===== src/crs_pkg.sv =====
// Package for the clock and reset sequencer: timing constants, encodings, carriers.
// Assumes a single 100 MHz reference clock; analogue detectors arrive as plain levels.
package crs_pkg;
   // ----------------------------------------------------------------
   // Timing
   // ----------------------------------------------------------------
   localparam int CLK_MHZ = 100;
   localparam int SLOW_RC_SETTLE_US = 100;
   localparam int SLOW_RC_SETTLE_CYC = SLOW_RC_SETTLE_US * CLK_MHZ;
   localparam int XTAL_SETTLE_NS = 750000;
   localparam int XTAL_SETTLE_CYC = XTAL_SETTLE_NS * CLK_MHZ / 1000;
   localparam int SW_PULSE_US = 1;
   localparam int SW_PULSE_CYC = SW_PULSE_US * CLK_MHZ;
   localparam int RELEASE_US = 100;
   localparam int RELEASE_CYC = RELEASE_US * CLK_MHZ;
   localparam int CNT_W = 24;
   localparam int CAL_W = 16;
   localparam logic [CAL_W-1:0] CAL_RESET = 16'h8000;

   // ----------------------------------------------------------------
   // Register port
   // ----------------------------------------------------------------
   localparam int ADDR_W = 4;
   localparam logic [ADDR_W-1:0] ADDR_CLK_CTRL = 4'h0;
   localparam logic [ADDR_W-1:0] ADDR_RST_CTRL = 4'h1;
   localparam logic [ADDR_W-1:0] ADDR_BOD_CTRL = 4'h2;
   localparam logic [ADDR_W-1:0] ADDR_CAL = 4'h3;
   localparam logic [ADDR_W-1:0] ADDR_CAL_HI = 4'hB;
   localparam logic [ADDR_W-1:0] ADDR_STATUS = 4'h4;

   // CLK_CTRL fields
   localparam int CC_CPU_DIV_LSB = 0;
   localparam int CC_SLOW_SEL_LSB = 2;
   localparam int CC_FAST_WAKE = 4;
   localparam int CC_AUTO_SWITCH = 5;
   localparam int CC_SW_SWITCH = 6;
   // RST_CTRL fields (write-one actions / levels)
   localparam int RC_SW_RESET = 0;
   localparam int RC_PIN_ON_SW = 1;
   localparam int RC_EXT_HOLD = 2;
   // BOD_CTRL fields
   localparam int BC_LEVEL_LSB = 0;
   localparam int BC_RST_EN = 2;
   localparam int BC_IRQ_EN = 3;
   // STATUS fields
   localparam int ST_WDOG = 0;
   localparam int ST_FAST_SRC = 1;
   localparam int ST_RADIO_OK = 2;
   localparam int ST_BOD_LOW = 3;
   localparam int ST_BOD_IRQ = 4;

   typedef enum logic [1:0] {
      CRS_CPU_4M = 2'h0,
      CRS_CPU_8M = 2'h1,
      CRS_CPU_16M = 2'h2,
      CRS_CPU_32M = 2'h3
   } crs_cpu_div_t;

   typedef enum logic [1:0] {
      CRS_SLOW_RC = 2'h0,
      CRS_SLOW_XTAL = 2'h1,
      CRS_SLOW_EXT = 2'h2
   } crs_slow_sel_t;

   typedef enum logic [1:0] {
      CRS_BOD_2V0 = 2'h0,
      CRS_BOD_2V3 = 2'h1,
      CRS_BOD_2V7 = 2'h2,
      CRS_BOD_3V0 = 2'h3
   } crs_bod_lvl_t;

   // Gray along power-up path
   typedef enum logic [2:0] {
      CRS_ST_OFF = 3'h0,
      CRS_ST_SLOW_SETTLE = 3'h1,
      CRS_ST_XTAL_SETTLE = 3'h3,
      CRS_ST_RUN = 3'h2,
      CRS_ST_PIN_HOLD = 3'h6,
      CRS_ST_SW_PULSE = 3'h7
   } crs_state_t;

   typedef struct packed {
      logic [ADDR_W-1:0] addr;
      logic [7:0] wdata;
      logic wr;
      logic rd;
   } crs_bus_t;

   typedef struct packed {
      logic por_ok;
      logic bod_above;
      logic wdog_expired;
      logic xtal_ready;
      logic wake_from_sleep;
   } crs_sense_t;
endpackage : crs_pkg


===== src/crs_sequencer.sv =====
// Clock source selection and reset sequencing, single clock domain.
// Assumes ref_clk_i runs from power-up; analogue and pin levels are asynchronous.
`timescale 1ns/1ps
// Overview of operation
// - Derive 16 MHz main clock from 32 MHz oscillator; CPU gets selectable scaled clock.
// - Fast RC source may drive system clock, giving about 12 MHz.
// - Radio unusable while system clock comes from fast RC source.
// - Wake on fast RC, switch to crystal automatically or by software, or crystal only.
// - Slow clock selectable among internal RC, crystal or external input.
// - Slow clock selection defaults to internal RC after any chip reset.
// - Chosen crystal or external slow source stays in use until next chip reset.
// - Slow clock times sleep and runs internal logic during reset.
// - Software calibration factor may trim slow RC for sleep timing.
// - At power-up wait 100 us slow RC settle, then enable crystal.
// - Hold logic in reset until crystal stable, 0.75 ms, then release.
// - Five reset requests: power-on, pin, software, watchdog, brown-out.
// - On power-on release the pin, keep internal reset until stabilised.
// - Supply below falling power-on threshold asserts chip reset again.
// - Low pin holds reset; sequence restarts on its rising edge.
// - Reset line open-drain with pull-up; nobody drives it high.
// - Software reset is full chip reset, driving pin low for 1 us.
// - Software can pull reset line low without resetting itself.
// - Line must return high within 100 us after release, else system reset.
// - Brown-out may trigger chip reset or interrupt on either crossing.
// - Brown-out enabled at power-up, holds reset until supply is above threshold.
// - Brown-out threshold selectable four ways; fuse value at power-up, 2.3 V default.
// - Watchdog-caused reset sets a status flag for software.
module crs_sequencer (
   input wire logic ref_clk_i, // 100 MHz reference
   input wire logic rst_n_i, // Async reset, active low
   input wire crs_pkg::crs_bus_t bus_i, // Register port request
   output logic [7:0] rdata_o, // Read data, cycle after read strobe
   input wire crs_pkg::crs_sense_t sense_i, // Analogue and watchdog levels
   input wire logic [1:0] fuse_bod_lvl_i, // Brown-out level from fuses
   input wire logic chip_reset_pin_n_i, // Reset pin level
   output logic chip_reset_pin_n_o, // Reset pin drive value, always low
   output logic chip_reset_pin_n_oe_o, // Reset pin pull-down enable
   output logic core_reset_n_o, // Processor and peripheral reset
   output logic xtal_en_o, // 32 MHz crystal enable
   output logic fast_src_o, // System clock from fast RC
   output logic [1:0] cpu_div_o, // Processor clock scale
   output logic radio_en_o, // Radio usable
   output logic [1:0] slow_sel_o, // Slow clock source
   output logic [1:0] bod_lvl_o, // Brown-out threshold select
   output logic [crs_pkg::CAL_W-1:0] slow_cal_o, // Slow RC calibration factor
   output logic bod_irq_o // Brown-out crossing interrupt level
);
   import crs_pkg::*;

   // ----------------------------------------------------------------
   // Input synchronisers
   // ----------------------------------------------------------------
   logic pin_meta, pin_sync;
   logic [4:0] sense_meta, sense_sync;
   crs_sense_t sn;

   always_ff @(posedge ref_clk_i or negedge rst_n_i) begin
      if (!rst_n_i) begin
         pin_meta <= 1'b1;
         pin_sync <= 1'b1;
      end else begin
         pin_meta <= chip_reset_pin_n_i;
         pin_sync <= pin_meta;
      end
   end

   always_ff @(posedge ref_clk_i or negedge rst_n_i) begin
      if (!rst_n_i) begin
         sense_meta <= 5'h00;
         sense_sync <= 5'h00;
      end else begin
         sense_meta <= sense_i;
         sense_sync <= sense_meta;
      end
   end

   assign sn = crs_sense_t'(sense_sync);

   // ----------------------------------------------------------------
   // Sequencer
   // ----------------------------------------------------------------
   crs_state_t state;
   logic [CNT_W-1:0] cnt;
   logic pin_drive;
   logic rel_wait;
   logic [CNT_W-1:0] rel_cnt;
   logic chip_rst_req;
   logic sw_rst_req;
   logic ext_hold;
   logic bod_rst_en;
   logic wdog_flag;

   // Power-on, watchdog and brown-out (in RUN) requests that restart the whole chip
   assign chip_rst_req = !sn.por_ok
      || sn.wdog_expired
      || (bod_rst_en && !sn.bod_above && state == CRS_ST_RUN);

   always_ff @(posedge ref_clk_i or negedge rst_n_i) begin
      if (!rst_n_i) begin
         state <= CRS_ST_OFF;
         cnt <= '0;
      end else if (chip_rst_req) begin
         state <= CRS_ST_OFF;
         cnt <= '0;
      end else begin
         case (state)
            CRS_ST_OFF: begin
               cnt <= '0;
               if (sn.por_ok) begin
                  state <= CRS_ST_SLOW_SETTLE;
               end
            end
            CRS_ST_SLOW_SETTLE: begin
               cnt <= cnt + 1'b1;
               if (cnt >= CNT_W'(SLOW_RC_SETTLE_CYC - 1)) begin
                  cnt <= '0;
                  state <= CRS_ST_XTAL_SETTLE;
               end
            end
            CRS_ST_XTAL_SETTLE: begin
               if (cnt < CNT_W'(XTAL_SETTLE_CYC)) begin
                  cnt <= cnt + 1'b1;
               end
               // Brown-out stays armed through power-up
               if (cnt >= CNT_W'(XTAL_SETTLE_CYC - 1) && sn.bod_above
                   && pin_sync) begin
                  state <= CRS_ST_RUN;
               end
            end
            CRS_ST_RUN: begin
               cnt <= '0;
               if (sw_rst_req) begin
                  state <= CRS_ST_SW_PULSE;
               end else if (!pin_sync && !pin_drive && !chip_reset_pin_n_oe_o && !rel_wait) begin
                  state <= CRS_ST_PIN_HOLD;
               end else if (rel_wait && !pin_sync
                            && rel_cnt >= CNT_W'(RELEASE_CYC - 1)) begin
                  state <= CRS_ST_PIN_HOLD;
               end
            end
            CRS_ST_PIN_HOLD: begin
               cnt <= '0;
               // Rising edge of pin restarts the internal sequence
               if (pin_sync) begin
                  state <= CRS_ST_XTAL_SETTLE;
               end
            end
            CRS_ST_SW_PULSE: begin
               cnt <= cnt + 1'b1;
               if (cnt >= CNT_W'(SW_PULSE_CYC - 1)) begin
                  cnt <= '0;
                  state <= CRS_ST_XTAL_SETTLE;
               end
            end
            default: begin
               state <= CRS_ST_OFF;
            end
         endcase
      end
   end

   // ----------------------------------------------------------------
   // Reset pin and release watchdog on the line
   // ----------------------------------------------------------------
   logic soft_pull;
   // Pin drives low during power-on and software reset or by request
   assign pin_drive = (state == CRS_ST_OFF) || (state == CRS_ST_SW_PULSE && soft_pull)
      || ext_hold;

   always_ff @(posedge ref_clk_i or negedge rst_n_i) begin
      if (!rst_n_i) begin
         chip_reset_pin_n_oe_o <= 1'b1;
         chip_reset_pin_n_o <= 1'b0;
      end else begin
         chip_reset_pin_n_oe_o <= pin_drive;
         chip_reset_pin_n_o <= 1'b0;
      end
   end

   // Counts how long the line stays low after we stop pulling it
   always_ff @(posedge ref_clk_i or negedge rst_n_i) begin
      if (!rst_n_i) begin
         rel_wait <= 1'b0;
         rel_cnt <= '0;
      end else if (chip_reset_pin_n_oe_o && !pin_drive) begin
         rel_wait <= 1'b1;
         rel_cnt <= '0;
      end else if (rel_wait) begin
         rel_cnt <= rel_cnt + 1'b1;
         if (pin_sync || state != CRS_ST_RUN) begin
            rel_wait <= 1'b0;
         end
      end
   end

   always_ff @(posedge ref_clk_i or negedge rst_n_i) begin
      if (!rst_n_i) begin
         core_reset_n_o <= 1'b0;
      end else begin
         core_reset_n_o <= (state == CRS_ST_RUN) && !chip_rst_req;
      end
   end

   // ----------------------------------------------------------------
   // Clock source control
   // ----------------------------------------------------------------
   logic [1:0] cpu_div;
   logic fast_wake, auto_switch, fast_src;
   logic [1:0] slow_sel;
   logic slow_locked;
   logic [CAL_W-1:0] cal_lo_hold;
   logic wr_clk, wr_rst, wr_bod, wr_cal;

   assign wr_clk = bus_i.wr && bus_i.addr == ADDR_CLK_CTRL;
   assign wr_rst = bus_i.wr && bus_i.addr == ADDR_RST_CTRL;
   assign wr_bod = bus_i.wr && bus_i.addr == ADDR_BOD_CTRL;
   assign wr_cal = bus_i.wr && bus_i.addr == ADDR_CAL;

   always_ff @(posedge ref_clk_i or negedge rst_n_i) begin
      if (!rst_n_i) begin
         cpu_div <= CRS_CPU_16M;
         fast_wake <= 1'b0;
         auto_switch <= 1'b1;
      end else if (!core_reset_n_o) begin
         cpu_div <= CRS_CPU_16M;
      end else if (wr_clk) begin
         cpu_div <= bus_i.wdata[CC_CPU_DIV_LSB +: 2];
         fast_wake <= bus_i.wdata[CC_FAST_WAKE];
         auto_switch <= bus_i.wdata[CC_AUTO_SWITCH];
      end
   end

   // Fast RC only during wake; crystal takes over when ready or commanded
   always_ff @(posedge ref_clk_i or negedge rst_n_i) begin
      if (!rst_n_i) begin
         fast_src <= 1'b0;
      end else if (sn.wake_from_sleep && fast_wake) begin
         fast_src <= 1'b1;
      end else if (fast_src && auto_switch && sn.xtal_ready) begin
         fast_src <= 1'b0;
      end else if (fast_src && wr_clk && bus_i.wdata[CC_SW_SWITCH]) begin
         fast_src <= 1'b0;
      end
   end

   // Only the first non-RC selection after a chip reset is kept
   always_ff @(posedge ref_clk_i or negedge rst_n_i) begin
      if (!rst_n_i) begin
         slow_sel <= CRS_SLOW_RC;
         slow_locked <= 1'b0;
      end else if (state inside {CRS_ST_OFF, CRS_ST_SW_PULSE, CRS_ST_PIN_HOLD}) begin
         slow_sel <= CRS_SLOW_RC;
         slow_locked <= 1'b0;
      end else if (wr_clk && !slow_locked
                   && bus_i.wdata[CC_SLOW_SEL_LSB +: 2] != 2'(CRS_SLOW_RC)
                   && bus_i.wdata[CC_SLOW_SEL_LSB +: 2] <= 2'(CRS_SLOW_EXT)) begin
         slow_sel <= bus_i.wdata[CC_SLOW_SEL_LSB +: 2];
         slow_locked <= 1'b1;
      end
   end

   always_ff @(posedge ref_clk_i or negedge rst_n_i) begin
      if (!rst_n_i) begin
         cpu_div_o <= CRS_CPU_16M;
         fast_src_o <= 1'b0;
         radio_en_o <= 1'b0;
         slow_sel_o <= CRS_SLOW_RC;
         xtal_en_o <= 1'b0;
      end else begin
         cpu_div_o <= cpu_div;
         fast_src_o <= fast_src;
         radio_en_o <= !fast_src && core_reset_n_o;
         slow_sel_o <= slow_sel;
         xtal_en_o <= state != CRS_ST_OFF && state != CRS_ST_SLOW_SETTLE;
      end
   end

   // Calibration written as two bytes, low byte held until high arrives
   always_ff @(posedge ref_clk_i or negedge rst_n_i) begin
      if (!rst_n_i) begin
         slow_cal_o <= CAL_RESET;
         cal_lo_hold <= '0;
      end else if (wr_cal) begin
         cal_lo_hold <= {8'h00, bus_i.wdata};
      end else if (bus_i.wr && bus_i.addr == ADDR_CAL_HI) begin
         slow_cal_o <= {bus_i.wdata, cal_lo_hold[7:0]};
      end
   end

   // ----------------------------------------------------------------
   // Software reset, line pull, brown-out
   // ----------------------------------------------------------------
   logic bod_irq_en, bod_prev, bod_latched, bod_lvl_loaded;
   logic [1:0] bod_lvl;

   always_ff @(posedge ref_clk_i or negedge rst_n_i) begin
      if (!rst_n_i) begin
         sw_rst_req <= 1'b0;
         soft_pull <= 1'b1;
         ext_hold <= 1'b0;
      end else begin
         sw_rst_req <= wr_rst && bus_i.wdata[RC_SW_RESET] && state == CRS_ST_RUN;
         if (wr_rst) begin
            soft_pull <= bus_i.wdata[RC_PIN_ON_SW];
            ext_hold <= bus_i.wdata[RC_EXT_HOLD];
         end else if (state == CRS_ST_OFF) begin
            ext_hold <= 1'b0;
         end
      end
   end

   always_ff @(posedge ref_clk_i or negedge rst_n_i) begin
      if (!rst_n_i) begin
         bod_rst_en <= 1'b1;
         bod_irq_en <= 1'b0;
         bod_lvl <= CRS_BOD_2V3;
         bod_lvl_loaded <= 1'b0;
      end else if (!bod_lvl_loaded) begin
         bod_lvl <= fuse_bod_lvl_i;
         bod_lvl_loaded <= 1'b1;
      end else if (wr_bod) begin
         bod_lvl <= bus_i.wdata[BC_LEVEL_LSB +: 2];
         bod_rst_en <= bus_i.wdata[BC_RST_EN];
         bod_irq_en <= bus_i.wdata[BC_IRQ_EN];
      end
   end

   // Crossing flag: set wins over clear
   always_ff @(posedge ref_clk_i or negedge rst_n_i) begin
      if (!rst_n_i) begin
         bod_prev <= 1'b1;
         bod_latched <= 1'b0;
      end else begin
         bod_prev <= sn.bod_above;
         if (bod_irq_en && bod_prev != sn.bod_above) begin
            bod_latched <= 1'b1;
         end else if (bus_i.wr && bus_i.addr == ADDR_STATUS
                      && bus_i.wdata[ST_BOD_IRQ]) begin
            bod_latched <= 1'b0;
         end
      end
   end

   // Watchdog cause survives the reset it causes
   always_ff @(posedge ref_clk_i or negedge rst_n_i) begin
      if (!rst_n_i) begin
         wdog_flag <= 1'b0;
      end else if (sn.wdog_expired) begin
         wdog_flag <= 1'b1;
      end else if (!sn.por_ok) begin
         wdog_flag <= 1'b0;
      end else if (bus_i.wr && bus_i.addr == ADDR_STATUS && bus_i.wdata[ST_WDOG]) begin
         wdog_flag <= 1'b0;
      end
   end

   always_ff @(posedge ref_clk_i or negedge rst_n_i) begin
      if (!rst_n_i) begin
         bod_lvl_o <= CRS_BOD_2V3;
         bod_irq_o <= 1'b0;
      end else begin
         bod_lvl_o <= bod_lvl;
         bod_irq_o <= bod_latched;
      end
   end

   // ----------------------------------------------------------------
   // Read port
   // ----------------------------------------------------------------
   logic [7:0] next_rdata;

   always_comb begin
      next_rdata = 8'h00;
      if (bus_i.addr == ADDR_CLK_CTRL) begin
         next_rdata = {1'b0, 1'b0, auto_switch, fast_wake, slow_sel, cpu_div};
      end else if (bus_i.addr == ADDR_RST_CTRL) begin
         next_rdata = {5'h00, ext_hold, soft_pull, 1'b0};
      end else if (bus_i.addr == ADDR_BOD_CTRL) begin
         next_rdata = {4'h0, bod_irq_en, bod_rst_en, bod_lvl};
      end else if (bus_i.addr == ADDR_CAL) begin
         next_rdata = slow_cal_o[7:0];
      end else if (bus_i.addr == ADDR_CAL_HI) begin
         next_rdata = slow_cal_o[15:8];
      end else if (bus_i.addr == ADDR_STATUS) begin
         next_rdata = {3'h0, bod_latched, !sn.bod_above, !fast_src, fast_src, wdog_flag};
      end
   end

   always_ff @(posedge ref_clk_i or negedge rst_n_i) begin
      if (!rst_n_i) begin
         rdata_o <= 8'h00;
      end else if (bus_i.rd) begin
         rdata_o <= next_rdata;
      end else begin
         rdata_o <= 8'h00;
      end
   end
endmodule : crs_sequencer


===== config.mk =====
export PLATFORM = sky130hd
export DESIGN_NAME = crs_sequencer
export DESIGN_NICKNAME = d
export VERILOG_FILES = /design/src/crs_pkg.sv /design/src/crs_sequencer.sv
export SDC_FILE = /design/constraint.sdc
export NUM_CORES = 1
export LEC_CHECK = 0
export ABC_AREA = 1
export BUFFER_PORTS_ARGS = -buffer_cell sky130_fd_sc_hd__buf_2
export CAP_MARGIN = 20
export CORE_ASPECT_RATIO = 0.7
export CORE_UTILIZATION = 51
export DETAILED_ROUTE_END_ITERATION = 7
export PLACE_DENSITY = 0.72
export SYNTH_ARGS = -nofsm -noshare
export SYNTH_HDL_FRONTEND = slang
export SYNTH_SLANG_ARGS = --single-unit
export TNS_END_PERCENT = 30

===== constraint.sdc =====
create_clock -name ref_clk_i -period 1.9 [get_ports ref_clk_i]
set_input_delay 0.19 -clock ref_clk_i [delete_from_list [all_inputs] [get_ports ref_clk_i]]
set_output_delay 0.19 -clock ref_clk_i [all_outputs]
set_load 0.03 [all_outputs]

==> flow_metrics.tcl <==
set metrics [dict create \
    drv_cap 0 \
    cts_made_buffers 17 \
    worst_pin_slew_ns 0.5046 \
    die_area_sq_mm 0.01248 \
    hold_class "in -> reg" \
    row_count 33 \
    drc 0 \
    wl_um 15930 \
    yosys.area.top_type "dfrtp_1" \
    drtAntennaViolNets 0 \
    drtIter0Drc 450 \
    setup_viol 0 \
    maxSlewHeadroom_pct 66.24 \
    routedWlPerCell_um 15.71 \
    grt_max_degree 85 \
    hold_ws_ns 0.03198 \
    drv_slew 0 \
    post_dp_cell_area_sq_mm 0.006728 \
    clkTransAtPathRegs_ns 0.06 \
    htree_levels 4 \
    netlist_top_cells_count "nand2_1 (140), dfrtp_1 (115), inv_1 (95)" \
    final_cell_area_sq_mm 0.007650 \
    vias 5482 \
    syn_avg_cell_area_sq_um 8.369 \
    cp_max_fo 4 \
    yosysMostFrequentCell "nand2_1" \
    status "finished, final reports clean" \
    pwr-share-clk_pct 45.1 \
    area_growth_pct 24.70 \
    power-per-cell-area_mw_per_mm2 991.8 \
    io_buffers 59 \
    diodes 0 \
    netlist_area_sq_mm 0.006135 \
    cp.required_ns 2.24 \
    drt_pass1_iterations 5 \
    path_cells "ha_1 -> nand2_1 -> inv_1 -> nand2_4 -> nor3_2 -> nand4_1 -> nor4_1 -> o21ai_0 -> nor2_1" \
    dp.cells 959 \
    fp.dieW_um 133.1 \
    finalSetupTns_ns 0 \
    synthDistinctLibCells 50 \
    grt_pass1_vias 4950 \
    swShare_pct 27.23 \
    synth_warnings 0 \
    pin_count 61 \
    grt_usage_pct 26.26 \
    synthCells 733 \
    clock_latency_ns 0.41 \
    min_period_ns 1.836 \
    arrival_ns 2.17 \
    synth_nets 759 \
    core_sq_mm 0.01173 \
    final_cells 1014 \
    yosys-top-cells-area "dfrtp_1 (47%), nand2_1 (8.6%), inv_1 (5.8%), nor2_1 (5.3%), dfstp_2 (5.1%)" \
    root_buffer "clkbuf_16" \
    grt_pass1_wl_um 25030 \
    critPathKind "reg -> reg" \
    crit_path_start_kind "flip-flop" \
    fin_worst_skew_ns 0.01079 \
    dp_slack_ns -0.002189 \
    p_leak_nw 3.763 \
    cp-end-kind "flip-flop" \
    fmax_ghz 0.5447 \
    worst_path_largest_cell_delay_ns 0.37 \
    detail_route.vias_per_cell 5.406 \
    fin_util_pct 65.24 \
    async_reset_ff_share_pct 100.0 \
    fin_crit_sh_pct 96.63 \
    internal-power_mw 5.521 \
    synth_seq_cells 127 \
    initial_core_util_pct 52.32 \
    combPwrFrac_pct 13.4 \
    cts_buffer_depth 2 \
    antenna_found_initial 0 \
    gp_congestion 0.9391 \
    clock_sinks 127 \
    rsz0062_at_grt "yes" \
    drive_above_1_share_pct 22.99 \
    die_h_um 93.76 \
    grt_overflow 0 \
    yosys.area.top_type_share_pct 46.91 \
    fin_ws_ns 0.06412 \
    synth_edf_count 0 \
    p_switching_mw 2.066 \
    dp_hpwl_um 10960 \
    ir_drop_uv 706.3 \
    p_seq_share_pct 41.6 \
    total_power_mw 7.587 \
    final_nets 870 \
    hold_viol 0 \
    synth-main-ff-cell "dfrtp_1" \
    slowest_stage "dfrtp_1" \
    yosysSeqAreaShare_pct 52.05 \
    cts_tree "built" \
]
==> cell type report <==
| type | count | area (sq um) |
|---|---|---|
| Clock buffer | 19 | 432.9 |
| Clock inverter | 13 | 190.2 |
| Fill cell | 968 | 4076 |
| Inverter | 100 | 382.9 |
| Multi-Input combinational cell | 494 | 2586 |
| Sequential cell | 127 | 3196 |
| Tap cell | 157 | 196.4 |
| Timing Repair Buffer | 104 | 665.6 |
==> logic make-up (layout without fill, tap and decap cells) <==
kind of cell             count (synthesis)  count (layout)  synth area share [%]
flip-flops                             127             127                 52.05
adder cells (fa/ha/maj)                  2               2                0.4078
XOR/XNOR                                13              13                 1.856
AO/OA/AOI/OAI                          122             122                 11.28
AND/OR/NAND/NOR                        345             347                 25.15
other                                    2               2                0.1224
multiplexers                             8               8                 1.448
buffers and inverters                  114             236                 7.689
==> path summary, 6_finish.rpt <==
| kind | cells after the start | slack [ns] | end | from |
|---|---|---|---|---|
| min in group asynchronous | 2 | 0.23 | rel_cnt[7]$_DFFE_PN0P_ | rst_n_i |
| max in group asynchronous | 3 | 0.90 | bod_lvl[0]$_DFFE_PN1P_ | rst_n_i |
| max | 9 | 0.06 | rel_cnt[16]$_DFFE_PN0P_ | rel_cnt[1]$_DFFE_PN0P_ |
| max reg2reg | 9 | 0.06 | rel_cnt[16]$_DFFE_PN0P_ | rel_cnt[1]$_DFFE_PN0P_ |
| min reg2reg | 0 | 0.35 | sense_sync[3]$_DFF_PN0_ | sense_meta[3]$_DFF_PN0_ |
| min | 3 | 0.03 | auto_switch$_DFFE_PN1P_ | bus_i[7] |
==> critical path: cells and delay by family, from the launching register on <==
kind | cells | cell delay (ns)
buffers and inverters | 1 | 0.11
adder cells (fa/ha/maj) | 1 | 0.17
AO/OA/AOI/OAI | 1 | 0.13
AND/OR/NAND/NOR | 6 | 0.99
flip-flops | 1 | 0.37
==> power groups by stage <==
stage / Combinational (mW) / Clock (mW) / Sequential [mW]
2_1_floorplan: 0.356 / 0 / 3.36
5_1_grt: 1.11 / 3.58 / 3.18
3_5_place_dp: 0.909 / 0 / 3.19
4_1_cts: 0.933 / 3.47 / 3.15
6_report: 1.02 / 3.42 / 3.15
3_3_place_gp: 0.888 / 0 / 3.18
==> registers in the layout (all words and copies together) (netlist names), 2 cells and up <==
| signal | count |
|---|---|
| cnt | 24 |
| rel_cnt | 24 |
| slow_cal_o | 16 |
| cal_lo_hold | 8 |
| rdata_o | 8 |
| sense_meta | 5 |
| sense_sync | 5 |
| state | 3 |
| bod_lvl | 2 |
| bod_lvl_o | 2 |
| cpu_div | 2 |
| cpu_div_o | 2 |
| slow_sel | 2 |
| slow_sel_o | 2 |
==> repair_timing <==
action / in CTS / in global routing
endpoints found under the setup margin: 3 / 25
endpoints found under the hold margin: 28 / 0
cloned: 0 / 2
resized for setup: 1 / 35
hold buffers: 7 / 0
pin swaps: 0 / 11
setup buffers: 0 / 14
==> routing by layer <==
metal | global-route usage, % | vias to the layer above | share of wire [%]
met5 | 0 | - | 0
met4 | 6.130 | 0 | 1.1
met3 | 6.365 | 17 | 7.6
met2 | 38.48 | 229 | 44
met1 | 38.96 | 2596 | 47
li1 | - | 2640 | -
==> placed cells by master, fill, tap and decap left out, types with 3 or more instances in the layout <==
cell and instances:
a21oi_2 3, clkbuf_16 17, nand2_2 5, o21ai_0 51
nor2_1 79, a21oi_1 30, nand2_4 5, nand4_1 23
nor3_1 13, nand2_1 137, inv_6 3, inv_1 95
nor2_4 5, dfrtp_1 113, bufinv_16 4, clkinv_4 4
dlygate4sd3_1 7, o211ai_1 3, inv_2 3, mux2_2 7
nor4_1 3, buf_4 38, dfstp_2 12, nand3_1 50
buf_2 58, o21a_1 4, a31oi_1 5, nor2_2 12
xor2_1 12, o21ai_1 13, nand3b_1 3
No activity file was read; power rests on OpenSTA's default activity.
